File: src/t2rc_regs.vh
// constants for the reload/capture timer: offsets, bit positions, codes
`ifndef T2RC_REGS_VH
`define T2RC_REGS_VH

`define T2RC_ADDR_W 5
`define T2RC_DATA_W 32

`define T2RC_OFF_CTRL 5'h00
`define T2RC_OFF_STATUS 5'h04
`define T2RC_OFF_MASK 5'h08
`define T2RC_OFF_COUNT 5'h0C
`define T2RC_OFF_CAPTURE 5'h10
`define T2RC_OFF_MODE 5'h14

`define T2RC_CTRL_RUN 0
`define T2RC_CTRL_CAP 1
`define T2RC_CTRL_RXB 2
`define T2RC_CTRL_TXB 3
`define T2RC_CTRL_EXEN 4

`define T2RC_STAT_TOF 0
`define T2RC_STAT_EXT 1

`define T2RC_BE_LO 0
`define T2RC_BE_HI 1

`define T2RC_MODE_OFF 2'h0
`define T2RC_MODE_AUTO 2'h1
`define T2RC_MODE_CAPT 2'h2
`define T2RC_MODE_BAUD 2'h3

`define T2RC_CNT_MAX 16'hFFFF
`define T2RC_CNT_ONE 16'h0001
`define T2RC_CNT_RST 16'h0000
`define T2RC_BYTE_RST 8'h00
`define T2RC_BIT_RST 1'b0
`define T2RC_TRIG_RST 1'b1
`define T2RC_WAIT_RST 1'b1
`define T2RC_MASK_RST 2'h0
`define T2RC_RDATA_RST 32'h00000000

`endif

File: src/t2rc_top.v
// 16-bit reload/capture timer with avalon-mm registers and interrupt
//
// Behaviour
// - running: mode from baud selects and capture select, autoreload default
// - autoreload rollover sets overflow flag and loads the reload pair
// - autoreload with trigger enabled: falling trigger reloads, sets event flag
// - capture mode counts 16 bits, overflow sets flag, flag can interrupt
// - capture mode falling trigger copies count bytes into capture pair
// - that falling trigger also sets event flag, which can interrupt
// - either baud select set enters baud-rate mode
// - baud-rate mode never sets overflow flag on rollover
// - baud-rate mode event flag still raises interrupts
// - count clock is the core clock
`timescale 1ns/1ps
`include "t2rc_regs.vh"
module t2rc_top (
   // clock and reset
   input wire clk_i,
   input wire nrst_i,
   // avalon-mm slave
   input wire [`T2RC_ADDR_W-1:0] avs_address_i,
   input wire avs_read_i,
   input wire avs_write_i,
   input wire [`T2RC_DATA_W-1:0] avs_writedata_i,
   input wire [3:0] avs_byteenable_i,
   output wire [`T2RC_DATA_W-1:0] avs_readdata_o,
   output wire avs_waitrequest_o,
   // external trigger pin
   input wire external_trigger_input_i,
   // status outputs
   output wire irq_o,
   output wire [15:0] count_o
);

   // control bits
   reg run_control_reg;
   reg run_control_next;
   reg capture_select_reg;
   reg capture_select_next;
   reg receive_baud_select_reg;
   reg receive_baud_select_next;
   reg transmit_baud_select_reg;
   reg transmit_baud_select_next;
   reg external_trigger_enable_reg;
   reg external_trigger_enable_next;

   // flags and mask
   reg timer_overflow_flag_reg;
   reg timer_overflow_flag_next;
   reg external_event_flag_reg;
   reg external_event_flag_next;
   reg [1:0] mask_reg;
   reg [1:0] mask_next;
   reg irq_reg;
   reg irq_next;

   // count and reload/capture pair
   reg [15:0] count_reg;
   reg [15:0] count_next;
   reg [7:0] low_capture_register_reg;
   reg [7:0] low_capture_register_next;
   reg [7:0] high_capture_register_reg;
   reg [7:0] high_capture_register_next;

   // bus answer
   reg avs_waitrequest_reg;
   reg avs_waitrequest_next;
   reg [`T2RC_DATA_W-1:0] avs_readdata_reg;
   reg [`T2RC_DATA_W-1:0] avs_readdata_next;

   // trigger edge detection
   reg trig_prev_reg;
   wire trig_sync;
   wire trig_fall;
   wire ext_event;

   // decode
   wire bus_accept;
   wire bus_wr;
   wire sel_ctrl;
   wire sel_status;
   wire sel_mask;
   wire sel_count;
   wire sel_capture;
   wire sel_mode;
   wire wr_lo;
   wire wr_hi;
   wire baud_sel;
   wire rollover;
   wire [7:0] count_low_byte;
   wire [7:0] count_high_byte;
   reg [1:0] mode;

   t2rc_sync #(
      .WIDTH(1),
      .RST_VAL(`T2RC_TRIG_RST)
   ) u_trig_sync (
      .clk_i(clk_i),
      .nrst_i(nrst_i),
      .async_i(external_trigger_input_i),
      .sync_o(trig_sync)
   );

   // a request is answered one cycle after it is seen; the write
   // lands on the edge where the master sees waitrequest low
   assign bus_accept = (avs_read_i | avs_write_i) & avs_waitrequest_reg;
   assign bus_wr = avs_write_i & ~avs_waitrequest_reg;
   assign sel_ctrl = (avs_address_i == `T2RC_OFF_CTRL);
   assign sel_status = (avs_address_i == `T2RC_OFF_STATUS);
   assign sel_mask = (avs_address_i == `T2RC_OFF_MASK);
   assign sel_count = (avs_address_i == `T2RC_OFF_COUNT);
   assign sel_capture = (avs_address_i == `T2RC_OFF_CAPTURE);
   assign sel_mode = (avs_address_i == `T2RC_OFF_MODE);
   assign wr_lo = bus_wr & avs_byteenable_i[`T2RC_BE_LO];
   assign wr_hi = bus_wr & avs_byteenable_i[`T2RC_BE_HI];

   assign count_low_byte = count_reg[7:0];
   assign count_high_byte = count_reg[15:8];

   assign baud_sel = receive_baud_select_reg | transmit_baud_select_reg;

   // the count clock is clk_i itself, one step per edge
   assign rollover = run_control_reg & (count_reg == `T2RC_CNT_MAX);

   // trigger edges count only after synchronising, so a short glitch
   // narrower than one clock may be missed
   assign trig_fall = trig_prev_reg & ~trig_sync;
   assign ext_event = trig_fall & external_trigger_enable_reg;

   // mode select
   always @*
   begin
      mode = `T2RC_MODE_OFF;
      if (run_control_reg)
      begin
         if (baud_sel)
            mode = `T2RC_MODE_BAUD;
         else if (capture_select_reg)
            mode = `T2RC_MODE_CAPT;
         else
            mode = `T2RC_MODE_AUTO;
      end
   end

   // counter and reload/capture pair
   always @*
   begin
      count_next = count_reg;
      low_capture_register_next = low_capture_register_reg;
      high_capture_register_next = high_capture_register_reg;
      case (mode)
         `T2RC_MODE_OFF:
         begin
            count_next = count_reg;
         end
         `T2RC_MODE_AUTO:
         begin
            if (rollover | ext_event)
               count_next = {high_capture_register_reg,
                  low_capture_register_reg};
            else
               count_next = count_reg + `T2RC_CNT_ONE;
         end
         `T2RC_MODE_CAPT:
         begin
            // plain wrap through zero on overflow
            count_next = count_reg + `T2RC_CNT_ONE;
         end
         `T2RC_MODE_BAUD:
         begin
            if (rollover)
               count_next = {high_capture_register_reg,
                  low_capture_register_reg};
            else
               count_next = count_reg + `T2RC_CNT_ONE;
         end
         default:
         begin
            count_next = count_reg;
         end
      endcase
      // software write of the count wins over counting
      if (sel_count & wr_lo)
         count_next[7:0] = avs_writedata_i[7:0];
      if (sel_count & wr_hi)
         count_next[15:8] = avs_writedata_i[15:8];
      if (sel_capture & wr_lo)
         low_capture_register_next = avs_writedata_i[7:0];
      if (sel_capture & wr_hi)
         high_capture_register_next = avs_writedata_i[15:8];
      // a hardware capture wins over a software write in the same cycle
      if ((mode == `T2RC_MODE_CAPT) & ext_event)
      begin
         low_capture_register_next = count_low_byte;
         high_capture_register_next = count_high_byte;
      end
   end

   // control, mask, flags and interrupt
   always @*
   begin
      run_control_next = run_control_reg;
      capture_select_next = capture_select_reg;
      receive_baud_select_next = receive_baud_select_reg;
      transmit_baud_select_next = transmit_baud_select_reg;
      external_trigger_enable_next = external_trigger_enable_reg;
      mask_next = mask_reg;
      timer_overflow_flag_next = timer_overflow_flag_reg;
      external_event_flag_next = external_event_flag_reg;
      if (sel_ctrl & wr_lo)
      begin
         run_control_next = avs_writedata_i[`T2RC_CTRL_RUN];
         capture_select_next = avs_writedata_i[`T2RC_CTRL_CAP];
         receive_baud_select_next = avs_writedata_i[`T2RC_CTRL_RXB];
         transmit_baud_select_next = avs_writedata_i[`T2RC_CTRL_TXB];
         external_trigger_enable_next = avs_writedata_i[`T2RC_CTRL_EXEN];
      end
      if (sel_mask & wr_lo)
      begin
         mask_next[`T2RC_STAT_TOF] = avs_writedata_i[`T2RC_STAT_TOF];
         mask_next[`T2RC_STAT_EXT] = avs_writedata_i[`T2RC_STAT_EXT];
      end
      // write one to clear, hardware never clears
      if (sel_status & wr_lo)
      begin
         if (avs_writedata_i[`T2RC_STAT_TOF])
            timer_overflow_flag_next = `T2RC_BIT_RST;
         if (avs_writedata_i[`T2RC_STAT_EXT])
            external_event_flag_next = `T2RC_BIT_RST;
      end
      // set after clear so a same-cycle event is never lost
      if (rollover & (mode != `T2RC_MODE_BAUD))
         timer_overflow_flag_next = 1'b1;
      if (ext_event)
         external_event_flag_next = 1'b1;
      irq_next = (timer_overflow_flag_next & mask_next[`T2RC_STAT_TOF]) |
         (external_event_flag_next & mask_next[`T2RC_STAT_EXT]);
   end

   // bus answer and read mux
   always @*
   begin
      avs_waitrequest_next = ~bus_accept;
      avs_readdata_next = avs_readdata_reg;
      if (bus_accept)
      begin
         avs_readdata_next = `T2RC_RDATA_RST;
         if (sel_ctrl)
         begin
            avs_readdata_next[`T2RC_CTRL_RUN] = run_control_reg;
            avs_readdata_next[`T2RC_CTRL_CAP] = capture_select_reg;
            avs_readdata_next[`T2RC_CTRL_RXB] = receive_baud_select_reg;
            avs_readdata_next[`T2RC_CTRL_TXB] = transmit_baud_select_reg;
            avs_readdata_next[`T2RC_CTRL_EXEN] =
               external_trigger_enable_reg;
         end
         if (sel_status)
         begin
            avs_readdata_next[`T2RC_STAT_TOF] = timer_overflow_flag_reg;
            avs_readdata_next[`T2RC_STAT_EXT] = external_event_flag_reg;
         end
         if (sel_mask)
            avs_readdata_next[1:0] = mask_reg;
         if (sel_count)
            avs_readdata_next[15:0] = count_reg;
         if (sel_capture)
            avs_readdata_next[15:0] = {high_capture_register_reg,
               low_capture_register_reg};
         if (sel_mode)
            avs_readdata_next[1:0] = mode;
      end
   end

   always @(posedge clk_i or negedge nrst_i)
   begin
      if (!nrst_i)
      begin
         run_control_reg <= `T2RC_BIT_RST;
         capture_select_reg <= `T2RC_BIT_RST;
         receive_baud_select_reg <= `T2RC_BIT_RST;
         transmit_baud_select_reg <= `T2RC_BIT_RST;
         external_trigger_enable_reg <= `T2RC_BIT_RST;
         timer_overflow_flag_reg <= `T2RC_BIT_RST;
         external_event_flag_reg <= `T2RC_BIT_RST;
         mask_reg <= `T2RC_MASK_RST;
         irq_reg <= `T2RC_BIT_RST;
         count_reg <= `T2RC_CNT_RST;
         low_capture_register_reg <= `T2RC_BYTE_RST;
         high_capture_register_reg <= `T2RC_BYTE_RST;
         avs_waitrequest_reg <= `T2RC_WAIT_RST;
         avs_readdata_reg <= `T2RC_RDATA_RST;
         trig_prev_reg <= `T2RC_TRIG_RST;
      end
      else
      begin
         run_control_reg <= run_control_next;
         capture_select_reg <= capture_select_next;
         receive_baud_select_reg <= receive_baud_select_next;
         transmit_baud_select_reg <= transmit_baud_select_next;
         external_trigger_enable_reg <= external_trigger_enable_next;
         timer_overflow_flag_reg <= timer_overflow_flag_next;
         external_event_flag_reg <= external_event_flag_next;
         mask_reg <= mask_next;
         irq_reg <= irq_next;
         count_reg <= count_next;
         low_capture_register_reg <= low_capture_register_next;
         high_capture_register_reg <= high_capture_register_next;
         avs_waitrequest_reg <= avs_waitrequest_next;
         avs_readdata_reg <= avs_readdata_next;
         trig_prev_reg <= trig_sync;
      end
   end

   assign avs_readdata_o = avs_readdata_reg;
   assign avs_waitrequest_o = avs_waitrequest_reg;
   assign irq_o = irq_reg;
   assign count_o = count_reg;

endmodule // t2rc_top

File: src/t2rc_sync.v
// two flip-flop synchroniser for asynchronous level inputs
`timescale 1ns/1ps
module t2rc_sync #(
   parameter WIDTH = 1,
   parameter [WIDTH-1:0] RST_VAL = {WIDTH{1'b1}}
) (
   // clock and reset
   input wire clk_i,
   input wire nrst_i,
   // levels
   input wire [WIDTH-1:0] async_i,
   output wire [WIDTH-1:0] sync_o
);

   reg [WIDTH-1:0] meta_reg;
   reg [WIDTH-1:0] sync_reg;

   // first stage feeds only the second stage
   always @(posedge clk_i or negedge nrst_i)
   begin
      if (!nrst_i)
      begin
         meta_reg <= RST_VAL;
         sync_reg <= RST_VAL;
      end
      else
      begin
         meta_reg <= async_i;
         sync_reg <= meta_reg;
      end
   end

   assign sync_o = sync_reg;

endmodule // t2rc_sync

File: config.mk
export PLATFORM = sky130hd
export DESIGN_NAME = t2rc_top
export DESIGN_NICKNAME = d
export VERILOG_FILES = /design/src/t2rc_top.v /design/src/t2rc_sync.v
export VERILOG_INCLUDE_DIRS = /design/src /design/src/src
export SDC_FILE = /design/constraint.sdc
export NUM_CORES = 1
export LEC_CHECK = 0
export ABC_AREA = 1
export BUFFER_PORTS_ARGS = -buffer_cell sky130_fd_sc_hd__buf_2
export CAP_MARGIN = 20
export CORE_ASPECT_RATIO = 0.75
export CORE_MARGIN = 4
export CORE_UTILIZATION = 40
export CTS_CLUSTER_DIAMETER = 200
export DETAILED_ROUTE_END_ITERATION = 8
export GPL_ROUTABILITY_DRIVEN = 0
export PLACE_DENSITY_LB_ADDON = 0.1
export SKIP_CTS_REPAIR_TIMING = 1
export SYNTH_ARGS = -nofsm -noshare
export SYNTH_HDL_FRONTEND = slang
export SYNTH_SLANG_ARGS = --single-unit
File: constraint.sdc
create_clock -name clk_i -period 1.6 [get_ports clk_i]
set_input_delay 0.16 -clock clk_i [delete_from_list [all_inputs] [get_ports clk_i]]
set_output_delay 0.16 -clock clk_i [all_outputs]
set_load 0.1 [all_outputs]
-- Yosys cells after proc, flatten, opt, wreduce, memory -nomap -nowiden
Index checks and enable logic that the tools add are counted.
- register bits after elaboration: 62
- output and inout port bits: 50
- input bits: 46
- $add $sub $neg: 1
- bitwise gates (word level): 25
- eq/ne operators: 12
- muxes and demuxes: 25
- reduce and logical (&&, ||, !) cells: 4
- operators with widths (kind ; number):
    2-to-1 mux 16 bit ; 4
    2-to-1 mux 8 bit ; 6
    one-hot mux 16 bit (3 select lines) ; 1
    AND 1 bit ; 18
    adder 16 x 1 -> 16 bit (second input constant) ; 1
    == test 16 bit (second input constant) ; 1
    2-to-1 mux 2 bit ; 7
    == test 5 x 4 -> 1 bit (second input constant) ; 2
    == test 5 bit (second input constant) ; 2
    2-to-1 mux 1 bit ; 6
    inequality test 2 bit (second input constant) ; 3
    == test 5 x 3 -> 1 bit (second input constant) ; 1
    logical NOT 5 bit ; 1
    2-to-1 mux 5 bit ; 1
    == test 2 bit (second input constant) ; 2
    bitwise OR 1 bit ; 4
    nonzero test 2 bit ; 2
    NOT 1 bit ; 3
    == test 2 x 1 -> 1 bit (second input constant) ; 1
    logical NOT 2 bit ; 1

-- Logic depth before layout (Yosys ltp)
Gate-level depths: netlist of run 1.
- depth in word-level cells: 8
- depth in mapped cells: 13
- mapped depth without buffers: 12

-- By module
Synthesis of run 1 repeated with hierarchy kept, for this count alone.
- cells, all modules: 514
- area, all modules: 3794.9 um2
- by module, submodules not included (module ; times used ; area an instance (um2) ; cells an instance):
    t2rc_top ; 1 ; 3742.3 ; 512
    t2rc_sync ; 1 ; 52.6 ; 2

-- Least setup slack after synthesis of run 1
No wires, ideal clock.
- path type: register -> register
- start: reg count_reg[0] (netlist: count_o[0])
- end: reg count_reg[0] (netlist: count_o[0])
- buffers on the path: 1
- path slack: -0.922 ns
- arrival time: 2.405 ns
- required time: 1.483 ns
- library setup time: 0.117 ns
- stages on the path, launching flop included: 12
- period minus slack after synthesis: 2.522 ns
- path through: dfrtp_1 -> ha_1 -> nand3_4 -> nor2_4 -> nand2_2 -> nor2_4 -> nand4_4 -> nand2_4 -> buf_12 -> o21ai_2 -> nand2_1 -> nand2_1
- longest elaborated chain between the ends: 6
- elaborated cells between the ends (all ways): 8
- ends and longest elaborated chain (what ; RTL line ; RTL):
    start: declaration ; t2rc_top.v:58 ; reg [15:0] count_reg;
    start signal: assignment ; t2rc_top.v:287 ; count_reg <= `T2RC_CNT_RST;
    start signal: assignment ; t2rc_top.v:305 ; count_reg <= count_next;
    branches (longest 4 deep; another with adder 16 x 1 -> 16 bit) ; n/a ;
    one-hot mux 16 bit (3 select lines) (*) ; t2rc_top.v:151 ; case (mode)
    2-to-1 mux 8 bit (*) ; t2rc_top.v:183 ; if (sel_count & wr_lo)
Mark *: on every way between the ends.
A chain may end at the register's enable or synchronous reset.

-- Worst setup path in the final report of run 1
- start: reg count_reg[1] (netlist: count_o[1])
- end: reg count_reg[2] (netlist: count_o[2])
Same word-level chain as after synthesis.

==> results of run 1 <==
[stage by stage]
stage,cell area [µm²],std cells
3_3_place_gp,4740,755
3_5_place_dp,4740,755
5_1_grt,5270,783
6_report,5270,783
4_1_cts,5040,771
2_1_floorplan,3930,529
[critical path, cell delays in order, from the launching register on]
cell	delay [ns]
dfrtp_4	0.43
ha_4	0.16
nand3_4	0.10
nor2_4	0.11
nand2_2	0.08
nor2_4	0.13
nand4_4	0.11
nand2_4	0.12
buf_12	0.14
nand2_1	0.06
o21ai_2	0.05
nand2_1	0.06
nand2_1	0.07
[area by class of cell]
| class | instances | share of cell area |
|---|---|---|
| Multi-Input combinational cell | 380 | 0.377 |
| Sequential cell | 62 | 0.305 |
| Timing Repair Buffer | 140 | 0.190 |
| Clock buffer | 9 | 0.0427 |
| Inverter | 57 | 0.0406 |
| Tap cell | 128 | 0.0304 |
| Clock inverter | 7 | 0.0142 |
[power groups by stage]
stage | Clock [mW] | Combinational [mW] | Sequential [mW]
global route | 2.04 | 3.44 | 2.19
CTS | 1.97 | 3.21 | 2.14
floorplan | 0 | 0.933 | 3.57
finish | 1.94 | 3.25 | 2.15
global placement | 0 | 3.15 | 2.16
detailed placement | 0 | 3.19 | 2.17
[how the worst max path moves through the flow]
stage	endpoint	startpoint
2_1_floorplan	count_o[10]	count_o[0]
3_3_place_gp	count_o[1]	count_o[1]
3_5_place_dp	count_o[1]	count_o[1]
4_1_cts	count_o[1]	count_o[1]
5_1_grt	count_o[3]	count_o[1]
6_report	count_o[2]	count_o[1]
[per-layer routing]
layer  wire length, µm  vias up  global-route usage
met5                 0        -                   0
met4               102        0              0.0481
met1              5860     1816               0.330
met3              1070        8              0.0470
met2              4800      142               0.283
li1                  -     1908                   -
[layout by cell type (no fill, tap or decap), types with 3 or more instances in the layout]
master / count
nor2_1: 50
conb_1: 16
nand3_1: 37
o211ai_1: 3
dfrtp_1: 42
a21oi_2: 3
clkbuf_16: 10
a221oi_1: 3
inv_2: 3
buf_6: 4
dfrtp_4: 12
buf_2: 60
dfstp_2: 3
nand2_2: 13
a21oi_1: 39
o21ai_1: 3
inv_1: 54
o21ai_2: 7
buf_12: 5
nor2_4: 8
o21ai_0: 29
nand4_1: 3
nor2_2: 7
dfrtp_2: 4
nand2_1: 123
clkinvlp_4: 3
buf_4: 67
nand3_2: 4
xor2_1: 9
o22ai_1: 4
nand2_4: 3
[cells by family after synthesis]
group	Yosys count	synth area share
simple gates	254	0.300
other cells	1	0.000988
fa+ha+maj	1	0.00330
compound gates	99	0.149
flops	62	0.410
buf+inv	87	0.113
xor+xnor	10	0.0231
==> run metrics, run 1 <==
Synth area leader dfrtp_1; DRC viols 0; critical path arrival between 1.5 and 2 ns; Max Clk Rate between 500 and 600 MHz; Mean Syn Cell Area 7.38 µm²; vias in the first global route 3370; die width roughly 120 µm; via/cell ratio 4.95; Comb power frac 0.443; Main synth FF type dfrtp_1; max_cap viols 0; Root Buffer clkbuf_16; H-Tree Depth 3; CTS sink cnt 62; initial antenna violation count 0; gr usage total 0.208; Final Worst Setup Slack -0.0835 ns; area delta synth->final 38.9%; CP Class register to register; Setup-failing EPs final 16; sequential share of power 0.293; site row count 30; CP Launch Type register; hold-critical path depth 3; CTS tree yes; CP endpoint kind register; chip height ~90 µm; R2R Path End count_o[2]; r2r setup slk -0.08 ns; Hold Path Sink count_o[5]; DR vias 3874; Clock transition at path regs approximately 0.050 ns; R2R depth 12; VDD IR max 1.44 mV; Psw 3.44 mW; Hold Fails Final Rpt 0; failing checks setup timing; fin crit share 1.05; DR iter-0 viols between 200 and 250; antenna cells 0; post-synth design cell area around 3800 µm²; Mapped Cells 514; share of cells above drive strength 1 0.351; Ys Warns 0; EDFF count, synth 0; worst slack, placed -0.0857 ns; die area approximately 11000 µm²; Register Area 1610 µm²; Wirelength per Cell between 15 and 20 µm; Boundary Pins 96; post-synthesis sequential area ratio 0.410; total wire length 11.8 mm; Synth area leaders dfrtp_1 38%, nand2_1 13%, a21oi_1 5.5%; Final Skew 0.00749 ns; HP Start avs_writedata_i[5]; largest net degree at the start of global routing 63; Power Density about 1400 nW/µm²; Leak around 2.6 nW; most numerous cell in the Yosys netlist nand2_1; status finished with violations; Core Area 9160 µm²; FF+latch count, synth 62; worst min-delay path class primary input to register; Int Pwr around 3.9 mW; RSZ-0062 raised after global routing yes; most common library cells after synthesis 133 x nand2_1, 58 x dfrtp_1, 56 x inv_1; first-pass GRT wire length roughly 18 mm; remaining global-route overflow 0; Final ANT Viol Nets 0; fillers between 800 and 900; dpl hpwl roughly 8.9 mm; CTS Buf Count 9; Critical Path RT between 1.5 and 2 ns; clock network power share 0.264; fin util 0.576; Unique masters post-synth 38; Critical Path Fanout Max 8; Min Hold Slack approximately 0.070 ns; Period minus WS final between 1.5 and 2 ns; Reg-to-Reg Start count_o[1]; Starting Density 0.414; Worst-Skew Late Latency 0.33 ns; Multi-input gate area between 1500 and 2000 µm²; Async SR Flop Fraction 1.00; setup tns final -0.895 ns; Sw Share 0.469; I/O Buffers between 60 and 70; DRT Pass-1 Iters 5; Power Total about 7.3 mW; Slew Viols, Final 0; nets@finish roughly 700; area share of the largest cell type after synthesis 0.382; Max clock buf depth 2
Note: power is estimated with default switching activity, not from simulation.
==> run 2, diff against run 1 <==
--- a/config.mk
+++ b/config.mk
@@ -15,7 +15,7 @@
 export CTS_CLUSTER_DIAMETER = 200
 export DETAILED_ROUTE_END_ITERATION = 8
 export GPL_ROUTABILITY_DRIVEN = 0
-export PLACE_DENSITY_LB_ADDON = 0.1
+export PLACE_DENSITY = 0.68
 export SKIP_CTS_REPAIR_TIMING = 1
 export SYNTH_ARGS = -nofsm -noshare
 export SYNTH_HDL_FRONTEND = slang
==> run 2 against run 1 <==
  * The run still ends with setup timing left
  * Sequential power about the same
  * Maximum frequency about the same
  * Worst hold slack improved by 0.016 ns
  * Routed wire length increased by 3.3%
  * Critical path type unchanged
  * Largest cell class unchanged
  * Largest power group unchanged
  * Highest routed layer unchanged
==> run metrics, run 2 (same netlist as run 1, synthesis figures left out) <==
CP endpoint kind register; DRT Pass-1 Iters 5 (unchanged); Starting Density 0.414 (unchanged); Core Area 9160 µm² (unchanged); Setup-failing EPs final 16 (unchanged); Root Buffer clkbuf_16; max_cap viols 0 (unchanged); GR Util met1 0.306 (-0.0239); commonest non-fill, non-tap cell in the layout nand2_1; Power Total 7.36 mW (+0.18%); site row count 30 (unchanged); Hold Fails Final Rpt 0 (unchanged); Critical Path Fanout Max 8 (unchanged); status finished with violations; chip height 92.4 µm (unchanged); critical path arrival 1.95 ns (about the same); worst min-delay path class primary input to register; RSZ-0062 raised after global routing yes; GR Util met2 0.324 (+0.0414); CTS Buf Count 9 (unchanged); Max clock buf depth 2 (unchanged); CP delay by family, top simple AND/OR/NAND/NOR gates; die area 11100 µm² (unchanged); total wire length 12.2 mm (+3.3%); Multi-input gate area 2000 µm² (+0.57%); Wirelength per Cell 15.7 µm (+4.0%); CP Class register to register; Boundary Pins 96 (unchanged); DR vias 3972 (+2.5%); Min Hold Slack 0.0863 ns (+0.0161 ns); DR iter-0 viols 306 (+30%); remaining global-route overflow 0 (unchanged); Final Skew 0.00564 ns (-0.00186 ns); Worst-Skew Late Latency 0.33 ns (about the same); Period minus WS final 1.68 ns (+0.000890 ns); gr usage total 0.214 (+0.00600); via/cell ratio 5.11 (+3.3%); initial antenna violation count 0 (unchanged); CP max stage delay 0.42 ns (about the same); Final Worst Setup Slack -0.0844 ns (-0.000890 ns); VDD IR max 0.825 mV (-43%); first-pass GRT wire length 18.9 mm (+5.7%); dpl hpwl 8.65 mm (-2.3%); CP most frequent cell nand2_1; I/O Buffers 61 (unchanged); nets@finish 691 (-0.86%); most frequent cells in the layout 122 x nand2_1, 61 x buf_2, 61 x buf_4; fillers 858 (-3.2%); Slew Viols, Final 0 (unchanged); Register Area 1610 µm² (unchanged); Final ANT Viol Nets 0 (unchanged); CP max stage cell dfrtp_4; routing usage on met3 0.0525 (+0.00549); fin crit share 1.05 (about the same); antenna cells 0 (unchanged); GRT Max-Usage Layer met2; placed inst area 4700 µm² (-0.84%); setup tns final -0.839 ns (+0.0556 ns); DRC viols 0 (unchanged); post-route cell area 5190 µm² (-1.5%); Leak 2.58 nW (-0.68%); vias in the first global route 3679 (+9.2%); die width 120 µm (unchanged); CTS sink cnt 62 (unchanged); Clock transition at path regs 0.06 ns (about the same); H-Tree Depth 3 (unchanged); Max Clk Rate 594 MHz (about the same); Power Density 1420 nW/µm² (+1.7%); area delta synth->final 36.9%; largest net degree at the start of global routing 63 (unchanged); WP buf/inv 1 (unchanged); share of cells above drive strength 1 0.344 (-0.00754); CTS tree yes; ordered cell list for the critical path ha_4 > nand3_4 > nor2_4 > nand2_2 > nor2_4 > nand4_4 > nand2_4 > buf_6 > nand2_1 > nand2_1 > nand2_1 > nand3_1; failing checks setup timing; CP Launch Type register; Critical Path RT 1.86 ns (about the same)
## run 2: stage by stage
step                      worst slack (ns)  utilization  cells
after floorplan                     -0.296            -    529
after global placement             -0.0651        0.514    753
after detailed placement            -0.143        0.514    753
after CTS                           -0.173        0.546    769
after global routing                -0.169        0.567    777
final                              -0.0844        0.567    777
## run 2: path summary, 6_finish.rpt
kind	cells after the start	to	slack [ns]	startpoint
max	12	count_o[12]	-0.08	count_o[1]
min in group asynchronous	3	low_capture_register_reg[2]	0.38	nrst_i
min	3	count_o[4]	0.09	avs_writedata_i[4]
max in group asynchronous	3	avs_waitrequest_o	0.90	nrst_i
max reg2reg	12	count_o[12]	-0.08	count_o[1]
min reg2reg	0	u_trig_sync.sync_o	0.36	u_trig_sync.meta_reg
## run 2: routing by layer
metal	share of wire	up-vias
met5	0	-
met4	0.011	0
met3	0.087	14
met2	0.44	175
met1	0.46	1891
li1	-	1892
## run 2: final cells by class
cell class                      count  area share
Sequential cell                    62       0.310
Clock buffer                       12      0.0494
Tap cell                          128      0.0308
Multi-Input combinational cell    381       0.384
Inverter                           57      0.0412
Timing Repair Buffer              133       0.175
Clock inverter                      4     0.00867
## run 2: tightest hold or removal path, stage by stage
cell	delay, ns
buf_2	0.10
nand2_1	0.05
nand3_1	0.07
## run 2: power by group
group	switching [mW]	total (mW)	internal [mW]	leakage, nW
Combinational	2.44	3.21	0.775	1.65
Sequential	0.252	2.15	1.90	0.771
Clock	0.711	1.99	1.28	0.152
